[config.mk]
export PLATFORM = sky130hd
export DESIGN_NAME = hpfg_top
export DESIGN_NICKNAME = d
export VERILOG_FILES = /design/src/logic/hpfg_sync.v /design/src/logic/hpfg_chan.v /design/src/logic/hpfg_top.v
export VERILOG_INCLUDE_DIRS = /design/src /design/src/common
export SDC_FILE = /design/constraint.sdc
export NUM_CORES = 1
export LEC_CHECK = 0
export BUFFER_PORTS_ARGS = -buffer_cell sky130_fd_sc_hd__clkbuf_2
export CAP_MARGIN = 20
export CORE_MARGIN = 5
export CORE_UTILIZATION = 47
export DETAILED_ROUTE_END_ITERATION = 8
export PLACE_DENSITY = 0.76
export SLEW_MARGIN = 20
export SYNTH_ARGS = -nofsm -noshare
export SYNTH_HDL_FRONTEND = slang
export SYNTH_HIERARCHICAL = 1
export SYNTH_SLANG_ARGS = --single-unit
[constraint.sdc]
create_clock -name mclk_i -period 3.6 [get_ports mclk_i]
set_clock_uncertainty 0.15 [all_clocks]
set_input_delay 0.36 -clock mclk_i [delete_from_list [all_inputs] [get_ports mclk_i]]
set_output_delay 0.36 -clock mclk_i [all_outputs]
set_load 0.1 [all_outputs]
[src/common/hpfg_consts.vh]
// Register offsets, field positions, reset values and command codes of the host port block.
`ifndef HPFG_CONSTS_VH
`define HPFG_CONSTS_VH

`define HPFG_ADDR_W          16
`define HPFG_OFS_SYSCTRL     16'hFFC4
`define HPFG_OFS_PORT_DATA   16'hFFBB
`define HPFG_OFS_PORT_DIR    16'hFFBD
`define HPFG_OFS_HPCTRL      16'hFFF0
`define HPFG_OFS_DATA1       16'hFFF4
`define HPFG_OFS_STAT1       16'hFFF5
`define HPFG_OFS_DATA2       16'hFFFC
`define HPFG_OFS_STAT2       16'hFFFD

`define HPFG_BIT_HOST_EN     1
`define HPFG_BIT_FG_EN       0
`define HPFG_BIT_GATE        1
`define HPFG_BIT_CMD         3
`define HPFG_BIT_IBF         1
`define HPFG_BIT_OBF         0
`define HPFG_STAT_USER_MASK  8'hF4

`define HPFG_RST_SYSCTRL     8'h00
`define HPFG_RST_HPCTRL      8'h00
`define HPFG_RST_PORT_DATA   8'hFF
`define HPFG_RST_PORT_DIR    8'h00
`define HPFG_RST_STAT        8'h00
`define HPFG_RST_DATA        8'h00
`define HPFG_RST_PINS        13'h1E00

`define HPFG_CMD_GATE        8'hD1
`define HPFG_CMD_NOP         8'hFF

`endif

[src/logic/hpfg_sync.v]
// Two-flip-flop synchroniser for the asynchronous host pins.
`timescale 1ns/100ps
module hpfg_sync #(
  parameter W   = 13,
  parameter RST = 13'h1E00
) (
  // Clock and reset
  input  wire         mclk_i,
  input  wire         rstn_i,
  input  wire         ce_i,
  // Data
  input  wire [W-1:0] async_i,
  output wire [W-1:0] sync_o
);

  reg [W-1:0] meta_q;
  reg [W-1:0] sync_q;

  always @(posedge mclk_i or negedge rstn_i) begin
    if (!rstn_i) begin
      meta_q <= RST;
      sync_q <= RST;
    end else if (ce_i) begin
      meta_q <= async_i;
      sync_q <= meta_q;
    end
  end

  assign sync_o = sync_q;

endmodule

[src/logic/hpfg_chan.v]
// One host port channel: input and output data registers with their status register.
`timescale 1ns/100ps
`include "hpfg_consts.vh"
module hpfg_chan (
  // Clock and reset
  input  wire       mclk_i,
  input  wire       rstn_i,
  input  wire       ce_i,
  // Host side events
  input  wire       host_wr_i,
  input  wire       host_ibf_i,
  input  wire       host_ha0_i,
  input  wire [7:0] host_din_i,
  input  wire       host_rd_odr_i,
  // Slave side events
  input  wire       slv_rd_idr_i,
  input  wire       slv_wr_odr_i,
  input  wire       slv_wr_stat_i,
  input  wire [7:0] slv_wdata_i,
  // Register contents
  output wire [7:0] idr_o,
  output wire [7:0] odr_o,
  output wire [7:0] stat_o
);

  reg [7:0] idr_q;
  reg [7:0] odr_q;
  reg [7:0] user_q;
  reg       cmd_q;
  reg       ibf_q;
  reg       obf_q;

  always @(posedge mclk_i or negedge rstn_i) begin
    if (!rstn_i) begin
      idr_q  <= `HPFG_RST_DATA;
      odr_q  <= `HPFG_RST_DATA;
      user_q <= `HPFG_RST_STAT;
      cmd_q  <= 1'b0;
      ibf_q  <= 1'b0;
      obf_q  <= 1'b0;
    end else if (ce_i) begin
      if (host_wr_i) begin
        idr_q <= host_din_i;
        cmd_q <= host_ha0_i;
      end
      // Set beats clear so a write landing on the slave's read is not lost.
      if (host_ibf_i)
        ibf_q <= 1'b1;
      else if (slv_rd_idr_i)
        ibf_q <= 1'b0;
      if (slv_wr_odr_i) begin
        odr_q <= slv_wdata_i;
        obf_q <= 1'b1;
      end else if (host_rd_odr_i) begin
        obf_q <= 1'b0;
      end
      if (slv_wr_stat_i)
        user_q <= slv_wdata_i & `HPFG_STAT_USER_MASK;
    end
  end

  assign idr_o  = idr_q;
  assign odr_o  = odr_q;
  assign stat_o = user_q | ({7'h00, cmd_q} << `HPFG_BIT_CMD) | ({7'h00, ibf_q} << `HPFG_BIT_IBF) |
                  ({7'h00, obf_q} << `HPFG_BIT_OBF);

endmodule

[src/logic/hpfg_top.v]
// Parallel host port with two register sets and a hardware fast address gate.
`timescale 1ns/100ps
`include "hpfg_consts.vh"
module hpfg_top (
  // Clock, reset and clock enable
  input  wire                    mclk_i,
  input  wire                    rstn_i,
  input  wire                    ce_i,
  // Host pins
  input  wire                    cs1_n_i,
  input  wire                    cs2_n_i,
  input  wire                    ior_n_i,
  input  wire                    iow_n_i,
  input  wire                    ha0_i,
  input  wire [7:0]              hdata_i,
  output reg  [7:0]              hdata_o,
  output reg                     hdata_oe_o,
  // Gate pin
  output reg                     gate_output_pin_o,
  output reg                     gate_oe_o,
  // Input buffer full flags towards the slave CPU
  output reg                     input_full_interrupt_1_o,
  output reg                     input_full_interrupt_2_o,
  // Slave register port
  input  wire [`HPFG_ADDR_W-1:0] addr_i,
  input  wire [7:0]              wdata_i,
  input  wire                    wr_i,
  input  wire                    rd_i,
  output reg  [7:0]              rdata_o
);

  // Synchronised host pins and their values one cycle earlier.
  wire [12:0] pins_s;
  reg  [12:0] pins_p_q;

  wire        s_cs1_n;
  wire        s_cs2_n;
  wire        s_ior_n;
  wire        s_iow_n;
  wire        s_ha0;
  wire        p_cs1_n;
  wire        p_cs2_n;
  wire        p_ior_n;
  wire        p_iow_n;
  wire        p_ha0;
  wire [7:0]  p_data;

  // Slave registers.
  reg  [7:0]  sysctrl_q;
  reg  [7:0]  hpctrl_q;
  reg  [7:0]  port_data_q;
  reg  [7:0]  port_dir_q;
  reg         armed_q;

  // Channel contents.
  wire [7:0]  input_data_reg_1;
  wire [7:0]  output_data_reg_1;
  wire [7:0]  stat1;
  wire [7:0]  input_data_reg_2;
  wire [7:0]  output_data_reg_2;
  wire [7:0]  stat2;

  wire        host_en;
  wire        fg_active;
  wire        iow_rise;
  wire        ior_rise;
  wire        host_wr1;
  wire        host_wr2;
  wire        host_rd_output_data_reg_1;
  wire        host_rd_output_data_reg_2;
  wire        rd_sel1;
  wire        rd_sel2;

  // Fast gate decisions for the current set 1 write.
  reg         fg_quiet;
  reg         fg_gate_wr;
  reg         fg_arm_d;

  // Slave strobe decode.
  wire        slv_wr_sys;
  wire        slv_wr_hp;
  wire        slv_wr_pd;
  wire        slv_wr_pdir;
  wire        slv_wr_d1;
  wire        slv_wr_s1;
  wire        slv_wr_d2;
  wire        slv_wr_s2;
  wire        slv_rd_d1;
  wire        slv_rd_d2;
  reg  [7:0]  rdata_d;
  reg  [7:0]  port_data_d;

  hpfg_sync #(
    .W   (13),
    .RST (`HPFG_RST_PINS)
  ) u_sync (
    .mclk_i  (mclk_i),
    .rstn_i  (rstn_i),
    .ce_i    (ce_i),
    .async_i ({cs1_n_i, cs2_n_i, ior_n_i, iow_n_i, ha0_i, hdata_i}),
    .sync_o  (pins_s)
  );

  always @(posedge mclk_i or negedge rstn_i) begin
    if (!rstn_i)
      pins_p_q <= `HPFG_RST_PINS;
    else if (ce_i)
      pins_p_q <= pins_s;
  end

  assign s_cs1_n = pins_s[12];
  assign s_cs2_n = pins_s[11];
  assign s_ior_n = pins_s[10];
  assign s_iow_n = pins_s[9];
  assign s_ha0   = pins_s[8];
  assign p_cs1_n = pins_p_q[12];
  assign p_cs2_n = pins_p_q[11];
  assign p_ior_n = pins_p_q[10];
  assign p_iow_n = pins_p_q[9];
  assign p_ha0   = pins_p_q[8];
  assign p_data  = pins_p_q[7:0];

  assign host_en   = sysctrl_q[`HPFG_BIT_HOST_EN];
  assign fg_active = host_en & hpctrl_q[`HPFG_BIT_FG_EN];

  // A host access is taken at the strobe's rising edge, using the address and data
  // seen while the strobe was still low; the sync delay keeps them aligned.
  assign iow_rise = ~p_iow_n & s_iow_n;
  assign ior_rise = ~p_ior_n & s_ior_n;

  // Both strobes low is a prohibited state and leaves every register untouched.
  assign host_wr1 = host_en & iow_rise & ~p_cs1_n & p_cs2_n & p_ior_n;
  assign host_wr2 = host_en & iow_rise & ~p_cs2_n & p_cs1_n & p_ior_n;
  assign host_rd_output_data_reg_1 = host_en & ior_rise & ~p_cs1_n & p_cs2_n & p_iow_n & ~p_ha0;
  assign host_rd_output_data_reg_2 = host_en & ior_rise & ~p_cs2_n & p_cs1_n & p_iow_n & ~p_ha0;

  assign rd_sel1 = host_en & ~s_cs1_n & s_cs2_n & ~s_ior_n & s_iow_n;
  assign rd_sel2 = host_en & ~s_cs2_n & s_cs1_n & ~s_ior_n & s_iow_n;

  // Fast gate decoder; only set 1 traffic reaches it.
  always @* begin
    fg_quiet   = 1'b0;
    fg_gate_wr = 1'b0;
    fg_arm_d   = armed_q;
    if (!fg_active) begin
      fg_arm_d = 1'b0;
    end else if (host_wr1) begin
      if (p_ha0) begin
        if (p_data == `HPFG_CMD_GATE) begin
          fg_quiet = 1'b1;
          fg_arm_d = 1'b1;
        end else if (p_data == `HPFG_CMD_NOP) begin
          fg_quiet = 1'b1;
          fg_arm_d = 1'b0;
        end else begin
          fg_arm_d = 1'b0;
        end
      end else if (armed_q) begin
        fg_quiet   = 1'b1;
        fg_gate_wr = 1'b1;
        fg_arm_d   = 1'b0;
      end
    end
  end

  // Slave register port decode.
  assign slv_wr_sys  = wr_i & (addr_i == `HPFG_OFS_SYSCTRL);
  assign slv_wr_hp   = wr_i & (addr_i == `HPFG_OFS_HPCTRL);
  assign slv_wr_pd   = wr_i & (addr_i == `HPFG_OFS_PORT_DATA);
  assign slv_wr_pdir = wr_i & (addr_i == `HPFG_OFS_PORT_DIR);
  assign slv_wr_d1   = wr_i & (addr_i == `HPFG_OFS_DATA1);
  assign slv_wr_s1   = wr_i & (addr_i == `HPFG_OFS_STAT1);
  assign slv_wr_d2   = wr_i & (addr_i == `HPFG_OFS_DATA2);
  assign slv_wr_s2   = wr_i & (addr_i == `HPFG_OFS_STAT2);
  assign slv_rd_d1   = rd_i & (addr_i == `HPFG_OFS_DATA1);
  assign slv_rd_d2   = rd_i & (addr_i == `HPFG_OFS_DATA2);

  hpfg_chan u_chan1 (
    .mclk_i        (mclk_i),
    .rstn_i        (rstn_i),
    .ce_i          (ce_i),
    .host_wr_i     (host_wr1),
    .host_ibf_i    (host_wr1 & ~fg_quiet),
    .host_ha0_i    (p_ha0),
    .host_din_i    (p_data),
    .host_rd_odr_i (host_rd_output_data_reg_1),
    .slv_rd_idr_i  (slv_rd_d1),
    .slv_wr_odr_i  (slv_wr_d1),
    .slv_wr_stat_i (slv_wr_s1),
    .slv_wdata_i   (wdata_i),
    .idr_o         (input_data_reg_1),
    .odr_o         (output_data_reg_1),
    .stat_o        (stat1)
  );

  hpfg_chan u_chan2 (
    .mclk_i        (mclk_i),
    .rstn_i        (rstn_i),
    .ce_i          (ce_i),
    .host_wr_i     (host_wr2),
    .host_ibf_i    (host_wr2),
    .host_ha0_i    (p_ha0),
    .host_din_i    (p_data),
    .host_rd_odr_i (host_rd_output_data_reg_2),
    .slv_rd_idr_i  (slv_rd_d2),
    .slv_wr_odr_i  (slv_wr_d2),
    .slv_wr_stat_i (slv_wr_s2),
    .slv_wdata_i   (wdata_i),
    .idr_o         (input_data_reg_2),
    .odr_o         (output_data_reg_2),
    .stat_o        (stat2)
  );

  // The gate shares the port data bit, so its reset value of one is the first gate level.
  // A hardware gate update wins over a slave write in the same cycle.
  always @* begin
    port_data_d = port_data_q;
    if (slv_wr_pd)
      port_data_d = wdata_i;
    if (fg_gate_wr)
      port_data_d[`HPFG_BIT_GATE] = p_data[`HPFG_BIT_GATE];
  end

  always @* begin
    case (addr_i)
      `HPFG_OFS_SYSCTRL:   rdata_d = sysctrl_q;
      `HPFG_OFS_HPCTRL:    rdata_d = hpctrl_q;
      `HPFG_OFS_PORT_DATA: rdata_d = port_data_q;
      `HPFG_OFS_PORT_DIR:  rdata_d = port_dir_q;
      `HPFG_OFS_DATA1:     rdata_d = input_data_reg_1;
      `HPFG_OFS_STAT1:     rdata_d = stat1;
      `HPFG_OFS_DATA2:     rdata_d = input_data_reg_2;
      `HPFG_OFS_STAT2:     rdata_d = stat2;
      default:             rdata_d = 8'h00;
    endcase
  end

  always @(posedge mclk_i or negedge rstn_i) begin
    if (!rstn_i) begin
      sysctrl_q   <= `HPFG_RST_SYSCTRL;
      hpctrl_q    <= `HPFG_RST_HPCTRL;
      port_data_q <= `HPFG_RST_PORT_DATA;
      port_dir_q  <= `HPFG_RST_PORT_DIR;
      armed_q     <= 1'b0;
      rdata_o     <= 8'h00;
    end else if (ce_i) begin
      if (slv_wr_sys)
        sysctrl_q <= wdata_i & (8'h01 << `HPFG_BIT_HOST_EN);
      if (slv_wr_hp)
        hpctrl_q <= wdata_i & (8'h01 << `HPFG_BIT_FG_EN);
      if (slv_wr_pdir)
        port_dir_q <= wdata_i;
      port_data_q <= port_data_d;
      armed_q     <= fg_arm_d;
      // Read data stands only in the cycle after the read strobe.
      if (rd_i)
        rdata_o <= rdata_d;
      else
        rdata_o <= 8'h00;
    end
  end

  // Pin outputs, all registered.
  always @(posedge mclk_i or negedge rstn_i) begin
    if (!rstn_i) begin
      hdata_o                  <= 8'h00;
      hdata_oe_o               <= 1'b0;
      gate_output_pin_o        <= 1'b1;
      gate_oe_o                <= 1'b0;
      input_full_interrupt_1_o <= 1'b0;
      input_full_interrupt_2_o <= 1'b0;
    end else if (ce_i) begin
      hdata_oe_o <= rd_sel1 | rd_sel2;
      if (rd_sel1)
        hdata_o <= s_ha0 ? stat1 : output_data_reg_1;
      else if (rd_sel2)
        hdata_o <= s_ha0 ? stat2 : output_data_reg_2;
      else
        hdata_o <= 8'h00;
      gate_output_pin_o        <= port_data_q[`HPFG_BIT_GATE];
      gate_oe_o                <= port_dir_q[`HPFG_BIT_GATE];
      input_full_interrupt_1_o <= stat1[`HPFG_BIT_IBF];
      input_full_interrupt_2_o <= stat2[`HPFG_BIT_IBF];
    end
  end

endmodule

==> results of run 1 <==
## critical path, stage by stage (launching register included)
cell	delay [ps]
dfstp_2	560
nand2_2	90
nor4b_4	680
mux4_1	660
a22o_2	240
## metrics by stage
stage | area [um2] | hold slack [ps] | instances | utilization
after detailed placement | 6546 | 190.6 | 634 | 0.5146
after global routing | 7153 | 15.99 | 667 | 0.5623
final | 7153 | 34.50 | 667 | 0.5623
after global placement | 6546 | 184.7 | 634 | 0.5146
after CTS | 7153 | 20.35 | 667 | 0.5623
after floorplan | 6152 | -85.59 | 422 | -
## flip-flops by register name, summed over array words and instances (netlist names), 5 cells and up
name and cells:
u_chan2/odr_o 8, port_data_q 8, u_sync/sync_o 13, rdata_o 8, hdata_o 8, u_sync/meta_q 13
port_dir_q 8, pins_p_q 13, u_chan1/user_q 5, u_chan1/idr_o 8, u_chan2/user_q 5, u_chan1/odr_o 8
u_chan2/idr_o 8
## area by class of cell
class	instances	share of cell area
Clock inverter	6	0.01504
Timing Repair Buffer	68	0.05248
Clock buffer	26	0.06839
Tap cell	172	0.03009
Multi-Input combinational cell	267	0.3855
Inverter	1	0.0005248
Sequential cell	127	0.4480
## path summary, 6_finish.rpt
kind / start / endpoint / slack [ps] / cells past startpoint
setup / recovery: u_sync/sync_o[9] / hdata_o[5] / 1110 / 4
max in group asynchronous: rstn_i / port_data_q[7] / 2150 / 3
hold reg to reg: hdata_oe_o / hdata_oe_o / 330 / 1
setup reg to reg: u_sync/sync_o[9] / hdata_o[5] / 1110 / 4
hold / removal: ha0_i / u_sync/meta_q[8] / 30 / 2
min in group asynchronous: rstn_i / u_sync/sync_o[6] / 290 / 2
## synthesized netlist by cell type (all sizes together)
cell type,instances,area (um2)
nand3b,1,7.510
nand2,19,153.9
clkbuf,11,42.54
nor3,12,71.32
and3b,1,8.760
a32oi,1,8.760
nor2b,1,6.260
xnor2,1,8.760
nand3,4,30.03
a2bb2oi,1,8.760
mux2,106,1434
a211oi,3,22.52
or4,1,7.510
and4b,3,30.03
mux2i,2,20.02
a22o,12,118.9
and2,1,6.260
inv,1,3.750
nor4,3,25.02
mux4,8,210.2
nor4bb,2,20.02
dfstp,21,551.8
nand2b,6,37.54
a222oi,6,60.06
a21oi,13,65.06
and3,5,31.28
a21o,1,7.510
buf,16,143.9
o21ai,4,20.02
o22ai,2,12.51
a31o,1,8.760
nand4,6,37.54
nand4b,3,26.28
o31ai,2,15.01
or3,3,18.77
a41oi,1,16.27
dfrtp,106,2653
nor2,17,63.81
nor4b,2,32.53
o221ai,5,43.79
a22oi,7,52.55
a41o,1,10.01
## logic make-up (layout without fill, tap and decap cells)
logic type	Yosys count	in the layout	synth area share
XOR/XNOR	1	1	0.001424
AO/OA/AOI/OAI	60	60	0.07647
flip-flops	127	127	0.5208
AND/OR/NAND/NOR	90	90	0.09986
multiplexers	116	116	0.2705
buffers and inverters	28	101	0.03091
## layer usage
| metal | global-route usage | vias to the layer above | routed length [um] |
|---|---|---|---|
| li1 | - | 1727 | - |
| met1 | 0.2527 | 2045 | 6217 |
| met2 | 0.2815 | 133 | 6560 |
| met3 | 0.06304 | 36 | 945 |
| met4 | 0.08704 | 0 | 388 |
| met5 | 0 | - | 0 |
## power groups by stage
| stage | registers, mW | clock network, mW | logic (mW) |
|---|---|---|---|
| 6_report | 1.59 | 1.72 | 0.277 |
| 5_1_grt | 1.60 | 1.81 | 0.303 |
| 3_5_place_dp | 1.62 | 0 | 0.277 |
| 4_1_cts | 1.59 | 1.74 | 0.280 |
| 2_1_floorplan | 1.61 | 0 | 0.164 |
| 3_3_place_gp | 1.61 | 0 | 0.269 |
==> results.json, run 1 <==
{
  "cap_violations": 0,
  "post_cts_resized": 0,
  "rows": 41,
  "syn-instance-count": 422,
  "area_growth_pct": 16.27,
  "drtIter0Drc": 250,
  "cts_sinks": 127,
  "netlist_area_um2": 6152,
  "postSynthNetCount": 464,
  "place_congestion": 0.9499,
  "antenna_found_initial": 0,
  "die_x_um": 124.4,
  "drt_pass1_iterations": 4,
  "status": "complete, no violations",
  "finalMaxSlewViolations": 0,
  "switching_share": 0.2242,
  "yosys_warnings": 6,
  "via_per_inst": 5.909,
  "crit_type": "flip-flop to flip-flop",
  "grt_usage": 0.1898,
  "setup_viol": 0,
  "intPower_mw": 2.782,
  "hold_viol": 0,
  "vdd_ir_drop_max_uv": 324.5,
  "tightest_slew_ps": 1032,
  "p_switching_uw": 803.8,
  "postCtsSetupRepairBufs": 0,
  "ioPinCount": 63,
  "multi_input_area_um2": 2758,
  "dieHeight_um": 124.4,
  "antennaDiodeCount": 0,
  "power_density_nw_per_um2": 501.3,
  "final_cell_mix": "106 x dfrtp_1, 64 x mux2_4, 60 x clkbuf_2",
  "vias": 3941,
  "post-route-min-period_ps": 2495,
  "yosysSeqAreaShare": 0.5208,
  "core_um2": 12720,
  "holdCritPathClass": "primary input to flip-flop",
  "regArea_um2": 3204,
  "clk_pin_slew_ps": 50,
  "drc": 0,
  "grt.overflow.total": 0,
  "port_buffers": 62,
  "cp.required_ps": 3750,
  "fill_cells": 1045,
  "fin_crit_sh": 0.6930,
  "ctsHoldBuffers": 1,
  "dieArea_um2": 15480,
  "cts_root_buf": "clkbuf_16",
  "rsz0062_at_grt": "no",
  "finalWirelength_mm": 14.11,
  "cp_max_fo": 8,
  "grt_max_degree": 96,
  "end_kind": "flip-flop",
  "ys_seq_elements": 127,
  "syn_avg_cell_area_um2": 14.58,
  "nets": 524,
  "insertion_delay_ps": 400,
  "cts_max_path_buffers": 2,
  "h-tree-depth": 4,
  "p_clk_frac": 0.478,
  "crit_arrival_ps": 2640,
  "setup_tns_ps": 0,
  "maxSlewHeadroom": 0.3065,
  "dpl_worst_slack_ps": 1175,
  "hpwl_mm": 9.518,
  "clock.fmax_ghz": 0.4008,
  "cts_tree": "built",
  "grt_pass1_wl_mm": 23.33,
  "ant_nets": 0,
  "grt_pass1_vias": 4241,
  "layout_setup_ws_ps": 1105,
  "initial_core_util": 0.4836,
  "final_common_cell": "dfrtp_1",
  "startpoint_type": "flip-flop",
  "wire_per_inst_um": 21.16,
  "synth_cell_type_count": 55,
  "p_comb_frac": 0.077,
  "drive_gt1_frac": 0.4949,
  "finalPower_mw": 3.586,
  "cts_made_buffers": 17,
  "pwr-share-seq": 0.444,
  "p_leak_nw": 3.421
}
Power figures use the tool's default switching activity.
==> run 2: changes to the inputs <==
- clock period: 3.6 -> 2.3 ns (I/O delays scaled with it)
==> results.json, run 2 (synthesized netlist as in run 1, its figures left out) <==
{
  "holdCritPathClass": "primary input to flip-flop",
  "h-tree-depth": 4,
  "fin_crit_sh": 0.9478,
  "crit_arrival_ps": 2330,
  "core_um2": 12720,
  "vdd_ir_drop_max_uv": 526.8,
  "hpwl_mm": 9.927,
  "dieArea_um2": 15480,
  "hold_depth": 2,
  "die_x_um": 124.4,
  "grt_max_degree": 46,
  "cts_made_buffers": 17,
  "finalWirelength_mm": 14.39,
  "startpoint_type": "flip-flop",
  "status": "complete, no violations",
  "post-route-min-period_ps": 2180,
  "fill_cells": 1019,
  "tightest_slew_ps": 559.9,
  "cts_sinks": 127,
  "place_congestion": 0.9099,
  "cap_violations": 0,
  "ioPinCount": 63,
  "drt_pass1_iterations": 4,
  "slowest_delay_ps": 570,
  "grt_pass1_vias": 4244,
  "grt_pass1_wl_mm": 23.58,
  "rsz0062_at_grt": "no",
  "nets": 556,
  "final_common_cell": "dfrtp_1",
  "ant_nets": 0,
  "fin_util": 0.5845,
  "wire_per_inst_um": 20.59,
  "p_leak_nw": 3.564,
  "via_per_inst": 5.748,
  "r2r_end": "hdata_o[4]",
  "reg2reg_slack_ps": 120,
  "power_density_nw_per_um2": 747.8,
  "final_cell_mix": "106 x dfrtp_1, 64 x mux2_4, 60 x clkbuf_2",
  "insertion_delay_ps": 410,
  "grt_usage": 0.1922,
  "dieHeight_um": 124.4,
  "post_cts_resized": 0,
  "cp-startpoint": "u_sync/sync_o[9]",
  "vias": 4018,
  "setup_tns_ps": 0,
  "setup_viol": 0,
  "cp.required_ps": 2450,
  "min_from": "wdata_i[5]",
  "initial_core_util": 0.4836,
  "multi_input_area_um2": 2758,
  "hold_viol": 0,
  "cp_cell_sequence": "nand2_2 -> nor4b_4 -> buf_12 -> mux4_1 -> a22o_2",
  "cpMaxStageDelayCell": "mux4_1",
  "clock.fmax_ghz": 0.4587,
  "antennaDiodeCount": 0,
  "reg2reg_depth": 5,
  "finalMaxSlewViolations": 0,
  "end_kind": "flip-flop",
  "crit_type": "flip-flop to flip-flop",
  "regArea_um2": 3204,
  "cts_max_path_buffers": 2,
  "cts_root_buf": "clkbuf_16",
  "port_buffers": 62,
  "cp_max_fo": 8,
  "cts_tree": "built",
  "clk_pin_slew_ps": 60,
  "path_buf_inv": 1,
  "maxSlewHeadroom": 0.6216,
  "drtIter0Drc": 303,
  "drive_gt1_frac": 0.4934,
  "critical_path.top_delay_family": "multiplexers",
  "grt.overflow.total": 0,
  "drc": 0,
  "whs_endpoint": "u_chan2/odr_o[5]",
  "antenna_found_initial": 0,
  "area_growth_pct": 20.87,
  "r2r-start": "u_sync/sync_o[9]",
  "rows": 41
}
run 2: area by class of cell:
type | instances | area share
sequential | 127 | 0.4309
multi-input combinational | 267 | 0.3709
tap | 172 | 0.02894
timing repair buffer | 100 | 0.09187
clock inverter | 6 | 0.01111
inverter | 1 | 0.0005048
clock buffer | 26 | 0.06579
run 2: layer usage:
metal,track usage,up-vias,wire length [um]
li1,-,1785,-
met1,0.2590,2081,6472
met2,0.2929,125,6803
met3,0.05446,27,791
met4,0.07930,0,327
met5,0,-,0
run 2: stage by stage:
stage / std cells / power (mW) / setup WS, ps / cell area, um2 / hold slack, ps
finish: 699 / 5.561 / 120.1 / 7436 / 8.348
global route: 699 / 5.763 / 79.42 / 7436 / 27.79
CTS: 699 / 5.599 / 120.5 / 7436 / 1.543
detailed placement: 649 / 2.977 / 131.3 / 6684 / 82.72
global placement: 649 / 2.955 / 202.9 / 6684 / 70.93
floorplan: 422 / 2.777 / 139.1 / 6152 / -215.6
run 2: power breakdown:
part | internal (mW) | total [mW] | switching [mW]
clock network | 1.68 | 2.59 | 0.920
logic | 0.225 | 0.477 | 0.252
registers | 2.37 | 2.49 | 0.117
run 2: timing repair:
action                    4_1_cts  5_1_grt
buffers inserted                0        0
hold buffers                   18        0
hold endpoints to repair       65        0
run 2: how the worst max path moves through the flow:
stage / to / slack (ps) / cells after the start
detailed placement: hdata_o[4] / 130 / 5
global placement: hdata_o[5] / 200 / 5
finish: hdata_o[4] / 120 / 5
global route: hdata_o[1] / 80 / 5
floorplan: hdata_o[0] / 140 / 4
CTS: hdata_o[4] / 120 / 5
run 2: worst reg2reg max path: cells and delay by family (launching register included):
kind	cells	cell delay, ps
AND/OR/NAND/NOR	2	370
AO/OA/AOI/OAI	1	240
flip-flops	1	560
buffers and inverters	1	180
multiplexers	1	570
